--- src/verilog/status_latch_map.vh ---
// Register indices, field positions, reset values and timing counts of the
// status latch and mask unit. Included by the unit and its test bench; holds no logic.
`ifndef STATUS_LATCH_MAP_VH
`define STATUS_LATCH_MAP_VH

// Register indices; the byte address is four times the index
`define IDX_LIVE_STATUS   10'h1a0
`define IDX_STICKY_STATUS 10'h19b
`define IDX_LIMIT_SELECT  10'h19c
`define IDX_QUICK_MASK    10'h19d
`define IDX_HALT_MASK     10'h19e
`define IDX_FAULT_CODE    10'h19f

// Live status word bit positions
`define BIT_RESERVED      11
`define BIT_FIRST_LIMIT   12
`define BIT_SECOND_LIMIT  13
`define BIT_APP_FLAG_ONE  14
`define BIT_APP_FLAG_TWO  15

// Limit input select fields
`define SEL_FIRST_LSB     0
`define SEL_SECOND_LSB    4
`define FILT_LSB          8

// Reset values, and the general fault code
`define RST_SELECT        16'h0000
`define RST_MASK          16'h0000
`define RST_FAULT         16'h0000
`define FAULT_GENERAL     16'h0001

// Filter time base: one filter step per this many ns
`define FILT_STEP_NS      1000
`define CLK_PERIOD_NS     40
`define FILT_STEP_CYC     8'h19   // 1000 ns step at a 40 ns clock

// AXI responses
`define RESP_OKAY         2'b00
`define RESP_SLVERR       2'b10

`endif

--- src/verilog/status_latch_mask_unit.v ---
// Status latch and mask unit: live status word, sticky status, limit input
// mirroring with filter, quick-stop and shutdown masks, last fault code.
// Assumes an AXI4-Lite master on mclk, asynchronous digital input pins,
// and event/fault sources on mclk.
`timescale 1ns/1ps
`include "status_latch_map.vh"

module status_latch_mask_unit #(
  parameter       NUM_PINS  = 16,                     // Digital input pins
  parameter       ADDR_W    = 12,                     // AXI address width
  parameter [7:0] STEP_CYC  = `FILT_STEP_CYC                  // Cycles per filter step
) (
  input  wire                mclk,         // System clock, 25 MHz
  input  wire                reset,        // Synchronous reset, active high
  // AXI4-Lite slave
  input  wire [ADDR_W-1:0]   awaddr,       // Write address
  input  wire                awvalid,      // Write address valid
  output wire                awready,      // Write address ready
  input  wire [31:0]         wdata,        // Write data
  input  wire [3:0]          wstrb,        // Write byte strobes
  input  wire                wvalid,       // Write data valid
  output wire                wready,       // Write data ready
  output wire [1:0]          bresp,        // Write response
  output wire                bvalid,       // Write response valid
  input  wire                bready,       // Write response ready
  input  wire [ADDR_W-1:0]   araddr,       // Read address
  input  wire                arvalid,      // Read address valid
  output wire                arready,      // Read address ready
  output wire [31:0]         rdata,        // Read data
  output wire [1:0]          rresp,        // Read response
  output wire                rvalid,       // Read data valid
  input  wire                rready,       // Read data ready
  // Drive side
  input  wire [NUM_PINS-1:0] digitalPins,  // Asynchronous digital input pins
  input  wire [10:0]         lowStatus,    // Live status bits 0..10
  input  wire [1:0]          appFlagSet,   // Event handler set of flags one, two
  input  wire [1:0]          appFlagClr,   // Event handler clear of flags one, two
  input  wire                faultValid,   // Pulse: new fault code present
  input  wire [15:0]         faultCode,    // Fault code with faultValid
  output wire [15:0]         liveStatus,   // Registered live status word
  output wire                quickStop,    // Quick stop request, level
  output wire                driveShutdown,// Driver off, error mode, level
  output wire                errorMode     // Error mode entered, sticky
);

  // Last count of the filter divider; a zero step behaves as a one-cycle step
  localparam [7:0] STEP_LAST = (STEP_CYC > 8'h00) ? STEP_CYC - 8'h01 : 8'h00;

  // Register file and status state
  reg  [15:0]         stickyFf;
  reg  [15:0]         selectFf;
  reg  [15:0]         quickMaskFf;
  reg  [15:0]         haltMaskFf;
  reg  [15:0]         faultFf;
  reg  [1:0]          appFlagFf;
  reg  [15:0]         liveFf;
  reg                 quickFf;
  reg                 shutFf;
  reg                 errModeFf;
  reg  [NUM_PINS-1:0] pinMetaFf;
  reg  [NUM_PINS-1:0] pinSyncFf;
  reg  [7:0]          stepCntFf;
  reg                 stepTickFf;
  // Filtered limit levels and the unregistered live word
  wire [1:0]          limitLevel;
  wire [15:0]         liveWord;

  // Bus slave state
  reg                 awHeldFf;
  reg                 wHeldFf;
  reg  [ADDR_W-1:0]   awAddrFf;
  reg  [31:0]         wDataFf;
  reg  [3:0]          wStrbFf;
  reg                 awReadyFf;
  reg                 wReadyFf;
  reg                 bValidFf;
  reg  [1:0]          bRespFf;
  reg                 arReadyFf;
  reg                 rValidFf;
  reg  [31:0]         rDataFf;
  reg  [1:0]          rRespFf;

  // Two-stage synchroniser; only the second stage feeds the selectors
  // Pins are asynchronous; one flop alone could pass metastability onward
  always @(posedge mclk) begin
    if (reset) begin
      pinMetaFf <= {NUM_PINS{1'b0}};
      pinSyncFf <= {NUM_PINS{1'b0}};
    end else begin
      pinMetaFf <= digitalPins;
      pinSyncFf <= pinMetaFf;
    end
  end

  // Filter time base; a one-cycle enable rather than a second clock
  // The counter restarts at STEP_LAST, so a tick comes every STEP_CYC cycles;
  // with a step of one cycle the tick stays high
  always @(posedge mclk) begin
    if (reset) begin
      stepCntFf  <= 8'h00;
      stepTickFf <= 1'b0;
    end else if (stepCntFf >= STEP_LAST) begin
      stepCntFf  <= 8'h00;
      stepTickFf <= 1'b1;
    end else begin
      stepCntFf  <= stepCntFf + 8'h01;
      stepTickFf <= 1'b0;
    end
  end

  // Per limit input: select a pin, then require it stable for N steps
  // An index beyond the pin count reads as a low input
  // The count restarts whenever raw and filtered levels agree, so only
  // an unbroken run of disagreeing ticks moves the level
  genvar g;
  generate
    for (g = 0; g < 2; g = g + 1) begin : gLimit
      wire [3:0] pinIdx = selectFf[4*g+3:4*g];
      wire       rawLvl = (pinIdx < NUM_PINS) ? pinSyncFf[pinIdx] : 1'b0;
      wire [7:0] depth  = selectFf[`FILT_LSB+7:`FILT_LSB];
      reg  [7:0] stableFf;
      reg        levelFf;
      // Larger depth rejects longer glitches but delays the edge longer
      always @(posedge mclk) begin
        if (reset) begin
          stableFf <= 8'h00;
          levelFf  <= 1'b0;
        end else if (rawLvl == levelFf) begin
          stableFf <= 8'h00;
        end else if (depth == 8'h00) begin
          levelFf  <= rawLvl;
          stableFf <= 8'h00;
        end else if (stepTickFf) begin
          if (stableFf + 8'h01 >= depth) begin
            levelFf  <= rawLvl;
            stableFf <= 8'h00;
          end else begin
            stableFf <= stableFf + 8'h01;
          end
        end
      end
      assign limitLevel[g] = levelFf;
    end
  endgenerate

  // Application flags: only the event handler moves them, set wins
  // A set and a clear in one cycle leave the flag set
  always @(posedge mclk) begin
    if (reset) begin
      appFlagFf <= 2'b00;
    end else begin
      appFlagFf <= (appFlagFf & ~appFlagClr) | appFlagSet;
    end
  end

  // Live word; reserved bit 11 always reads zero
  // Bits 0..10 come from the drive on this clock, so they need no synchroniser
  assign liveWord = {appFlagFf[1], appFlagFf[0],
                     limitLevel[1],
                     limitLevel[0], 1'b0, lowStatus};

  // Mask comparison every cycle; shutdown suppresses quick stop
  // Compared against the unregistered word so the stop outputs change on the
  // same edge as liveStatus; error mode is left only through reset
  always @(posedge mclk) begin
    if (reset) begin
      liveFf    <= 16'h0000;
      quickFf   <= 1'b0;
      shutFf    <= 1'b0;
      errModeFf <= 1'b0;
    end else begin
      liveFf    <= liveWord;
      shutFf    <= |(liveWord & haltMaskFf);
      quickFf   <= |(liveWord & quickMaskFf) &
                   ~|(liveWord & haltMaskFf);
      if (|(liveWord & haltMaskFf)) begin
        errModeFf <= 1'b1;
      end
    end
  end

  // Decode helpers
  // Only address bits 11:2 are decoded; higher bits alias onto the map
  wire [9:0] wrIdx   = awAddrFf[11:2];
  wire [9:0] rdIdx   = araddr[11:2];
  wire       doWrite = awHeldFf & wHeldFf & ~bValidFf;
  wire       rdTake  = arvalid & arReadyFf;
  wire       rdClear = rdTake & (rdIdx == `IDX_STICKY_STATUS);
  wire       wrMapped = (wrIdx == `IDX_LIMIT_SELECT) | (wrIdx == `IDX_QUICK_MASK) |
                        (wrIdx == `IDX_HALT_MASK) | (wrIdx == `IDX_STICKY_STATUS) |
                        (wrIdx == `IDX_FAULT_CODE) | (wrIdx == `IDX_LIVE_STATUS);

  // Byte-lane merge for 16-bit registers
  function [15:0] merge;
    input [15:0] old;
    input [31:0] dat;
    input [3:0]  stb;
    begin
      merge = {stb[1] ? dat[15:8] : old[15:8], stb[0] ? dat[7:0] : old[7:0]};
    end
  endfunction

  // Sticky copy: live bits set, a read clears, a set in that cycle survives
  // The read returns the old value; a bit that sets on the clearing edge
  // is kept for the next read rather than lost
  always @(posedge mclk) begin
    if (reset) begin
      stickyFf <= 16'h0000;
    end else begin
      stickyFf <= (rdClear ? 16'h0000 : stickyFf) | liveWord;
    end
  end

  // Latest fault code held until the next one
  // A later code overwrites the earlier one; only reset returns it to zero
  always @(posedge mclk) begin
    if (reset) begin
      faultFf <= `RST_FAULT;
    end else if (faultValid) begin
      faultFf <= faultCode;
    end
  end

  // Writable configuration registers
  // Byte lanes 2 and 3 are ignored since every register is 16 bits wide
  always @(posedge mclk) begin
    if (reset) begin
      selectFf    <= `RST_SELECT;
      quickMaskFf <= `RST_MASK;
      haltMaskFf  <= `RST_MASK;
    end else if (doWrite) begin
      if (wrIdx == `IDX_LIMIT_SELECT) begin
        selectFf <= merge(selectFf, wDataFf, wStrbFf);
      end
      if (wrIdx == `IDX_QUICK_MASK) begin
        quickMaskFf <= merge(quickMaskFf, wDataFf, wStrbFf);
      end
      if (wrIdx == `IDX_HALT_MASK) begin
        haltMaskFf <= merge(haltMaskFf, wDataFf, wStrbFf);
      end
    end
  end

  // Write channel: address and data taken in either order, then answer
  // One write at a time; readies stay low until the response is taken
  always @(posedge mclk) begin
    if (reset) begin
      awHeldFf  <= 1'b0;
      wHeldFf   <= 1'b0;
      awAddrFf  <= {ADDR_W{1'b0}};
      wDataFf   <= 32'h00000000;
      wStrbFf   <= 4'h0;
      awReadyFf <= 1'b0;
      wReadyFf  <= 1'b0;
      bValidFf  <= 1'b0;
      bRespFf   <= `RESP_OKAY;
    end else begin
      if (doWrite) begin
        awHeldFf  <= 1'b0;
        wHeldFf   <= 1'b0;
        bValidFf  <= 1'b1;
        // Read-only targets accept silently; unmapped ones return an error
        bRespFf   <= wrMapped ? `RESP_OKAY : `RESP_SLVERR;
      end else begin
        if (awvalid & awReadyFf) begin
          awHeldFf <= 1'b1;
          awAddrFf <= awaddr;
        end
        if (wvalid & wReadyFf) begin
          wHeldFf <= 1'b1;
          wDataFf <= wdata;
          wStrbFf <= wstrb;
        end
        if (bValidFf & bready) begin
          bValidFf <= 1'b0;
        end
      end
      // Ready drops the cycle after a capture, returns once answered
      awReadyFf <= ~(awHeldFf | (awvalid & awReadyFf)) & ~doWrite & ~bValidFf;
      wReadyFf  <= ~(wHeldFf | (wvalid & wReadyFf)) & ~doWrite & ~bValidFf;
    end
  end

  // Read channel: one outstanding read, data one cycle after the address
  // The upper half of the data bus always reads zero
  always @(posedge mclk) begin
    if (reset) begin
      arReadyFf <= 1'b0;
      rValidFf  <= 1'b0;
      rDataFf   <= 32'h00000000;
      rRespFf   <= `RESP_OKAY;
    end else if (rdTake) begin
      arReadyFf <= 1'b0;
      rValidFf  <= 1'b1;
      rRespFf   <= `RESP_OKAY;
      case (rdIdx)
        `IDX_LIVE_STATUS:   rDataFf <= {16'h0000, liveWord};
        `IDX_STICKY_STATUS: rDataFf <= {16'h0000, stickyFf};
        `IDX_LIMIT_SELECT:  rDataFf <= {16'h0000, selectFf};
        `IDX_QUICK_MASK:    rDataFf <= {16'h0000, quickMaskFf};
        `IDX_HALT_MASK:     rDataFf <= {16'h0000, haltMaskFf};
        `IDX_FAULT_CODE:    rDataFf <= {16'h0000, faultFf};
        default: begin
          rDataFf <= 32'h00000000;
          rRespFf <= `RESP_SLVERR;
        end
      endcase
    end else if (rValidFf & rready) begin
      rValidFf  <= 1'b0;
      arReadyFf <= 1'b1;
    end else if (~rValidFf) begin
      arReadyFf <= 1'b1;
    end
  end

  // Every output comes straight from a flop
  assign awready       = awReadyFf;
  assign wready        = wReadyFf;
  assign bvalid        = bValidFf;
  assign bresp         = bRespFf;
  assign arready       = arReadyFf;
  assign rvalid        = rValidFf;
  assign rdata         = rDataFf;
  assign rresp         = rRespFf;
  assign liveStatus    = liveFf;
  assign quickStop     = quickFf;
  assign driveShutdown = shutFf;
  assign errorMode     = errModeFf;

endmodule // status_latch_mask_unit
--- config.mk ---
export PLATFORM = sky130hd
export DESIGN_NAME = status_latch_mask_unit
export DESIGN_NICKNAME = d
export VERILOG_FILES = /design/src/verilog/status_latch_mask_unit.v
export VERILOG_INCLUDE_DIRS = /design/src /design/src/verilog
export SDC_FILE = /design/constraint.sdc
export NUM_CORES = 1
export LEC_CHECK = 0
export ABC_AREA = 1
export BUFFER_PORTS_ARGS = -buffer_cell sky130_fd_sc_hd__buf_2
export CAP_MARGIN = 20
export CORE_ASPECT_RATIO = 1.4
export CORE_MARGIN = 2
export CORE_UTILIZATION = 55
export CTS_CLUSTER_SIZE = 20
export DETAILED_ROUTE_END_ITERATION = 10
export GPL_TIMING_DRIVEN = 0
export PLACE_DENSITY = 0.84
export SETUP_SLACK_MARGIN = 0.02
export SYNTH_ARGS = -nofsm -noshare
export SYNTH_HDL_FRONTEND = slang
export SYNTH_SLANG_ARGS = --single-unit
--- constraint.sdc ---
create_clock -name mclk -period 2.7 [get_ports mclk]
set_clock_uncertainty 0.2 [all_clocks]
set_input_delay 0.54 -clock mclk [delete_from_list [all_inputs] [get_ports mclk]]
set_output_delay 0.54 -clock mclk [all_outputs]
set_load 0.1 [all_outputs]
==> results of run 1 <==
## layer usage
metal	vias to the layer above	GRT usage, %	wire, um
met5	-	0	0
met3	133	4.47	2090
li1	4338	-	-
met4	0	19.3	1960
met2	436	51.5	13100
met1	4028	33.0	9590
## area by class of cell
class,count,area (um2),area share (%)
Inverter,218,818,7.52
Timing Repair Buffer,133,666,6.12
Tap cell,199,249,2.29
Clock inverter,14,229,2.10
Sequential cell,211,4230,38.8
Buffer,66,343,3.15
Clock buffer,23,533,4.90
Multi-Input combinational cell,772,3820,35.1
## final timing paths
kind	start	end	slack, ns	depth (start not counted)
hold reg to reg	pinMetaFf[9]$_SDFF_PP0_	pinSyncFf[9]$_SDFF_PP0_	0.20	2
hold / removal	digitalPins[9]	pinMetaFf[9]$_SDFF_PP0_	0.05	3
setup reg to reg	gLimit[1].stableFf[1]$_SDFFE_PP0P_	gLimit[1].stableFf[5]$_SDFFE_PP0P_	0.19	11
setup / recovery	gLimit[1].stableFf[1]$_SDFFE_PP0P_	gLimit[1].stableFf[5]$_SDFFE_PP0P_	0.19	11
## sequential cells by signal, summed over array words and instances, names as in the netlist, 8 cells and up
signal and count:
faultFf 16, selectFf 16, pinMetaFf 16, liveStatus 15, gLimit.stableFf 16, stepCntFf 8, pinSyncFf 16, quickMaskFf 16
stickyFf 15, rdata 16, awAddrFf 10, wDataFf 16, haltMaskFf 16
## stage by stage
stage | hold slack [ns] | worst slack, ns
2_1_floorplan | 0.188 | 0.370
3_3_place_gp | 0.191 | 0.137
3_5_place_dp | 0.195 | 0.0777
4_1_cts | 0.0366 | 0.0989
5_1_grt | 0.0581 | 0.0268
6_report | 0.0459 | 0.189
## cell usage after synthesis (all sizes together)
library cell,n
inv,218
dfxtp,211
nor2,187
nand2,134
o21ai,127
a21oi,105
o22ai,69
nand3,63
buf,38
clkbuf,28
ha,20
nor3,13
xor2,10
nand4,5
o21a,5
o211ai,4
nor4,2
a2111oi,1
a221oi,1
a2bb2oi,1
and3,1
conb,1
o31ai,1
xnor2,1
## logic make-up (layout without fill, tap and decap cells)
group	Yosys count	after routing	synth area share (%)
AO/OA/AOI/OAI	314	314	18.6
XOR/XNOR	11	11	1.06
adder cells (fa/ha/maj)	20	20	2.75
buffers and inverters	284	454	12.8
flip-flops	211	211	46.4
other	1	22	0.0412
AND/OR/NAND/NOR	405	405	18.3
## placed cells by master (no fill, tap or decap), types with 2 or more instances in the layout
cell | synthesis | layout
o21a_1 | 5 | 5
buf_4 | 19 | 19
o21ai_0 | 127 | 125
nor2_4 | 1 | 2
nand3_2 | 3 | 5
a21oi_1 | 105 | 105
dfxtp_1 | 211 | 209
inv_1 | 216 | 216
nand4_1 | 5 | 5
clkbuf_16 | 0 | 21
ha_1 | 20 | 20
clkbuf_1 | 28 | 30
nand2_1 | 133 | 133
o22ai_1 | 69 | 69
nand3_1 | 60 | 58
inv_2 | 2 | 2
o21ai_1 | 0 | 2
buf_2 | 19 | 152
clkinv_2 | 0 | 5
dfxtp_2 | 0 | 2
conb_1 | 1 | 22
nor3_1 | 12 | 12
xor2_1 | 10 | 9
bufinv_16 | 0 | 6
o211ai_1 | 4 | 4
nor4_1 | 2 | 2
nor2_1 | 185 | 184
clkinvlp_4 | 0 | 2
## power by group
part	leakage, nW	switching, W	internal, W
sequential	1.73	0.0000754	0.00324
combinational	2.84	0.000650	0.000192
clock	0.370	0.00124	0.00201
total	4.94	0.00197	0.00544
## worst max-delay path, cell delays in order (launching register included)
cell	delay (ns)
dfxtp_1	0.37
nand2_1	0.14
nor2_4	0.18
nand3_1	0.13
xor2_2	0.18
inv_1	0.07
ha_1	0.29
a21oi_1	0.15
o21a_1	0.19
nand3_2	0.18
o21a_1	0.24
nor2_1	0.13
## repair_timing
item                                    CTS  global route
gates resized for setup                   1             8
gates cloned                              0             0
endpoints found under the setup margin    1            16
hold endpoints to repair                  0             0
buffers inserted                          0             0
==> run metrics, run 1 <==
clock sink count=211; # diodes=0; post-synthesis register bit count=211; total gr overflow=0; number of global-route vias before repair=8386; initial antenna violation count=0; cell taking the most area after synthesis=dfxtp_1; top cell type's share of synthesized area=46.4%; Post-Layout Cell Count=1636; RSZ-0062 raised after global routing=no; port bufs=133; maximum VDD drop=0.647 mV; design area=10900 um2; first-pass GRT wire length=41200 um; drt first-iter violations=641; TritonRoute pass-1 iters=5; crit path time final=2.51 ns; H-tree levels=1; die height=156 um; Setup violations, final=0; Fin Setup TNS=0 ns; num ports=175; synthesized instance count=1246; CTS tree=built; Skew-Pair Late Insertion Delay=0.50 ns; Remaining DRCs=0; via/cell ratio=5.46; Crit path required time=2.92 ns; fmax=398 MHz; Die X=113 um; power per cell area=681 nW/um2; clk slew on worst S/H paths=0.06 ns; Total Power=0.00741 W; starting density of the core=56.3%; nets=1558; Synth Warn #=0; Final ANT Viol Nets=0; layout cells sized above 1=15.4%; Slew headroom=49.5%; GP Congestion=0.969; run status=finished clean; All-Layer GR Usage=29.4%; Site Rows=55; Post-DP Area=10100 um2; max-cap violation count=0; CTS root buf=clkbuf_16; core area=16200 um2; Crit Path Max Fanout=7; Final Hold Fails=0; post-layout util=67.3%; Die ar.=17600 um2; placed insts=1599; Synth cell types=31; CTS Buf Count=21; crit start category=flip-flop; Slew Viols, Final=0; Syn Std Cell Area=9100 um2; syn avg cell area=7.30 um2; Least-Margin Pin Slew=0.757 ns; Worst setup EP type=flip-flop; HP Class=in2reg; fillcell total=1380; Routed WL=26700 um; DR vias=8935; WS Path Type=reg2reg; worst path arrival time=2.73 ns; Area Growth Syn to Fin=19.6%; CTS Hold Buffers Added=0; synth top area cells=dfxtp_1 (46%), inv_1 (8.9%), nor2_1 (7.6%); largest net degree at the start of global routing=16; Seq/Total Area, Yosys=46.4%; routed wire length per instance=16.3 um; HPWL after detailed placement=19800 um; Leak=4.94 nW; clock tree buffer depth=3; Final Cycle Share=93.0%
No activity file was read; power rests on OpenSTA's default activity.
==> run 2, diff against run 1 <==
--- a/config.mk
+++ b/config.mk
@@ -10,7 +10,7 @@
 export BUFFER_PORTS_ARGS = -buffer_cell sky130_fd_sc_hd__buf_2
 export CAP_MARGIN = 20
 export CORE_ASPECT_RATIO = 1.4
-export CORE_MARGIN = 2
+export CORE_MARGIN = 4
 export CORE_UTILIZATION = 55
 export CTS_CLUSTER_SIZE = 20
 export DETAILED_ROUTE_END_ITERATION = 10
==> run 2 against run 1 <==
Against the previous run: clock power decreased by 13%; register-to-register slack about the same; first-iteration DRC count increased by 26%; critical path depth increased by 1; fmax increased by 0.19%; total power decreased by 5.6%; non-clock buffer count unchanged; setup slack improved by 0.0048 ns; final cell count about the same; global-route usage decreased by 1.7 points; via count decreased by 0.68%.
==> run metrics, run 2 (synthesis results as in run 1) <==
run status=finished clean; initial antenna violation count=1; most common cell after layout, fill and taps aside=inv_1; total gr overflow=0; drt first-iter violations=810; Leak=4.90 nW; TritonRoute pass-1 iters=8; Remaining DRCs=0; Least-Margin Pin Slew=0.711 ns; Post-Layout Cell Count=1635; Fin Setup TNS=0 ns; WS Path Type=reg2reg; Crit Path Max Fanout=7; placed insts=1599; Final ANT Viol Nets=0; clock tree buffer depth=3; die height=160 um; port bufs=133; maximum VDD drop=0.585 mV; Die X=117 um; HPWL after detailed placement=19800 um; layout cells sized above 1=15.3%; CTS Buf Count=20; Routed WL=26400 um; Setup Fix Bufs, Post-CTS=0; first-pass GRT wire length=41400 um; Die ar.=18700 um2; Slew Viols, Final=0; max-cap violation count=0; Skew-Pair Late Insertion Delay=0.50 ns; Crit path required time=2.92 ns; RSZ-0062 raised after global routing=no; Worst setup EP type=flip-flop; DR vias=8874; GP Congestion=0.991; CTS tree=built; CTS root buf=clkbuf_16; core area=16200 um2; Final Cycle Share=92.8%; # diodes=0; nets=1557; most frequent cells in the layout=inv_1 (216), dfxtp_1 (210), nor2_1 (184); Area Growth Syn to Fin=18.5%; All-Layer GR Usage=27.7%; Final Hold Fails=0; crit start category=flip-flop; clock sink count=211; Setup violations, final=0; Slew headroom=52.6%; CTS Hold Buffers Added=0; fmax=399 MHz; largest net degree at the start of global routing=16; clk slew on worst S/H paths=0.06 ns; power per cell area=649 nW/um2; HP Class=in2reg; worst path arrival time=2.73 ns; starting density of the core=56.3%; H-tree levels=1; routed wire length per instance=16.2 um; crit path time final=2.51 ns; via/cell ratio=5.43; num ports=175; number of global-route vias before repair=8631; Site Rows=55
-- run 2: cell type report --
cell class	count	area, um2
buffer	66	343
sequential	211	4230
timing repair buffer	133	666
fill	1430	5400
inverter	218	818
clock inverter	10	80.1
multi-input combinational	772	3810
tap	199	249
clock buffer	26	584
-- run 2: path summary, 6_finish.rpt --
check / from / to / slack [ns] / cells after the start
max: gLimit[1].stableFf[0]$_SDFFE_PP0P_ / gLimit[1].stableFf[3]$_SDFFE_PP0P_ / 0.19 / 12
min reg2reg: pinMetaFf[10]$_SDFF_PP0_ / pinSyncFf[10]$_SDFF_PP0_ / 0.20 / 2
min: digitalPins[3] / pinMetaFf[3]$_SDFF_PP0_ / 0.04 / 3
max reg2reg: gLimit[1].stableFf[0]$_SDFFE_PP0P_ / gLimit[1].stableFf[3]$_SDFFE_PP0P_ / 0.19 / 12
-- run 2: layer usage --
metal,routed length [um],track usage (%),vias up,part of all wire [%]
met5,13,0,-,0.049
met4,1960,18.4,2,7.4
met3,2180,4.51,124,8.3
met2,12800,46.5,439,48
met1,9480,31.8,3978,36
li1,-,-,4331,-
-- run 2: critical path: stages, from the launching register on --
cell	delay, ns
dfxtp_1	0.40
nand2_1	0.10
nor2_2	0.21
nand3_1	0.12
xor2_1	0.19
inv_1	0.06
ha_1	0.29
a21oi_1	0.17
o21a_1	0.19
nand3_2	0.16
o21ai_0	0.20
inv_1	0.06
nor2_1	0.09
-- run 2: what timing repair did --
item,4_1_cts,5_1_grt
gates resized for setup,2,6
endpoints found under the setup margin,2,15
pin swaps,0,0
-- run 2: report_power, final --
part           leakage (nW)  switching [W]  total, W  internal, W
Sequential             1.73      0.0000750   0.00332      0.00324
Clock                 0.331        0.00121   0.00284      0.00163
Combinational          2.84       0.000648  0.000840     0.000192
Total                  4.90        0.00193   0.00699      0.00506
-- run 2: through the flow --
step	hold slack (ns)	util [%]	power, W	worst slack [ns]	area [um2]
after global placement	0.190	62.4	0.00420	0.147	10100
after detailed placement	0.193	62.4	0.00421	0.0266	10100
after floorplan	0.188	-	0.00399	0.370	9180
after global routing	0.0499	66.6	0.00720	0.0163	10800
final	0.0438	66.6	0.00699	0.193	10800
after CTS	0.0428	66.5	0.00698	0.0304	10800
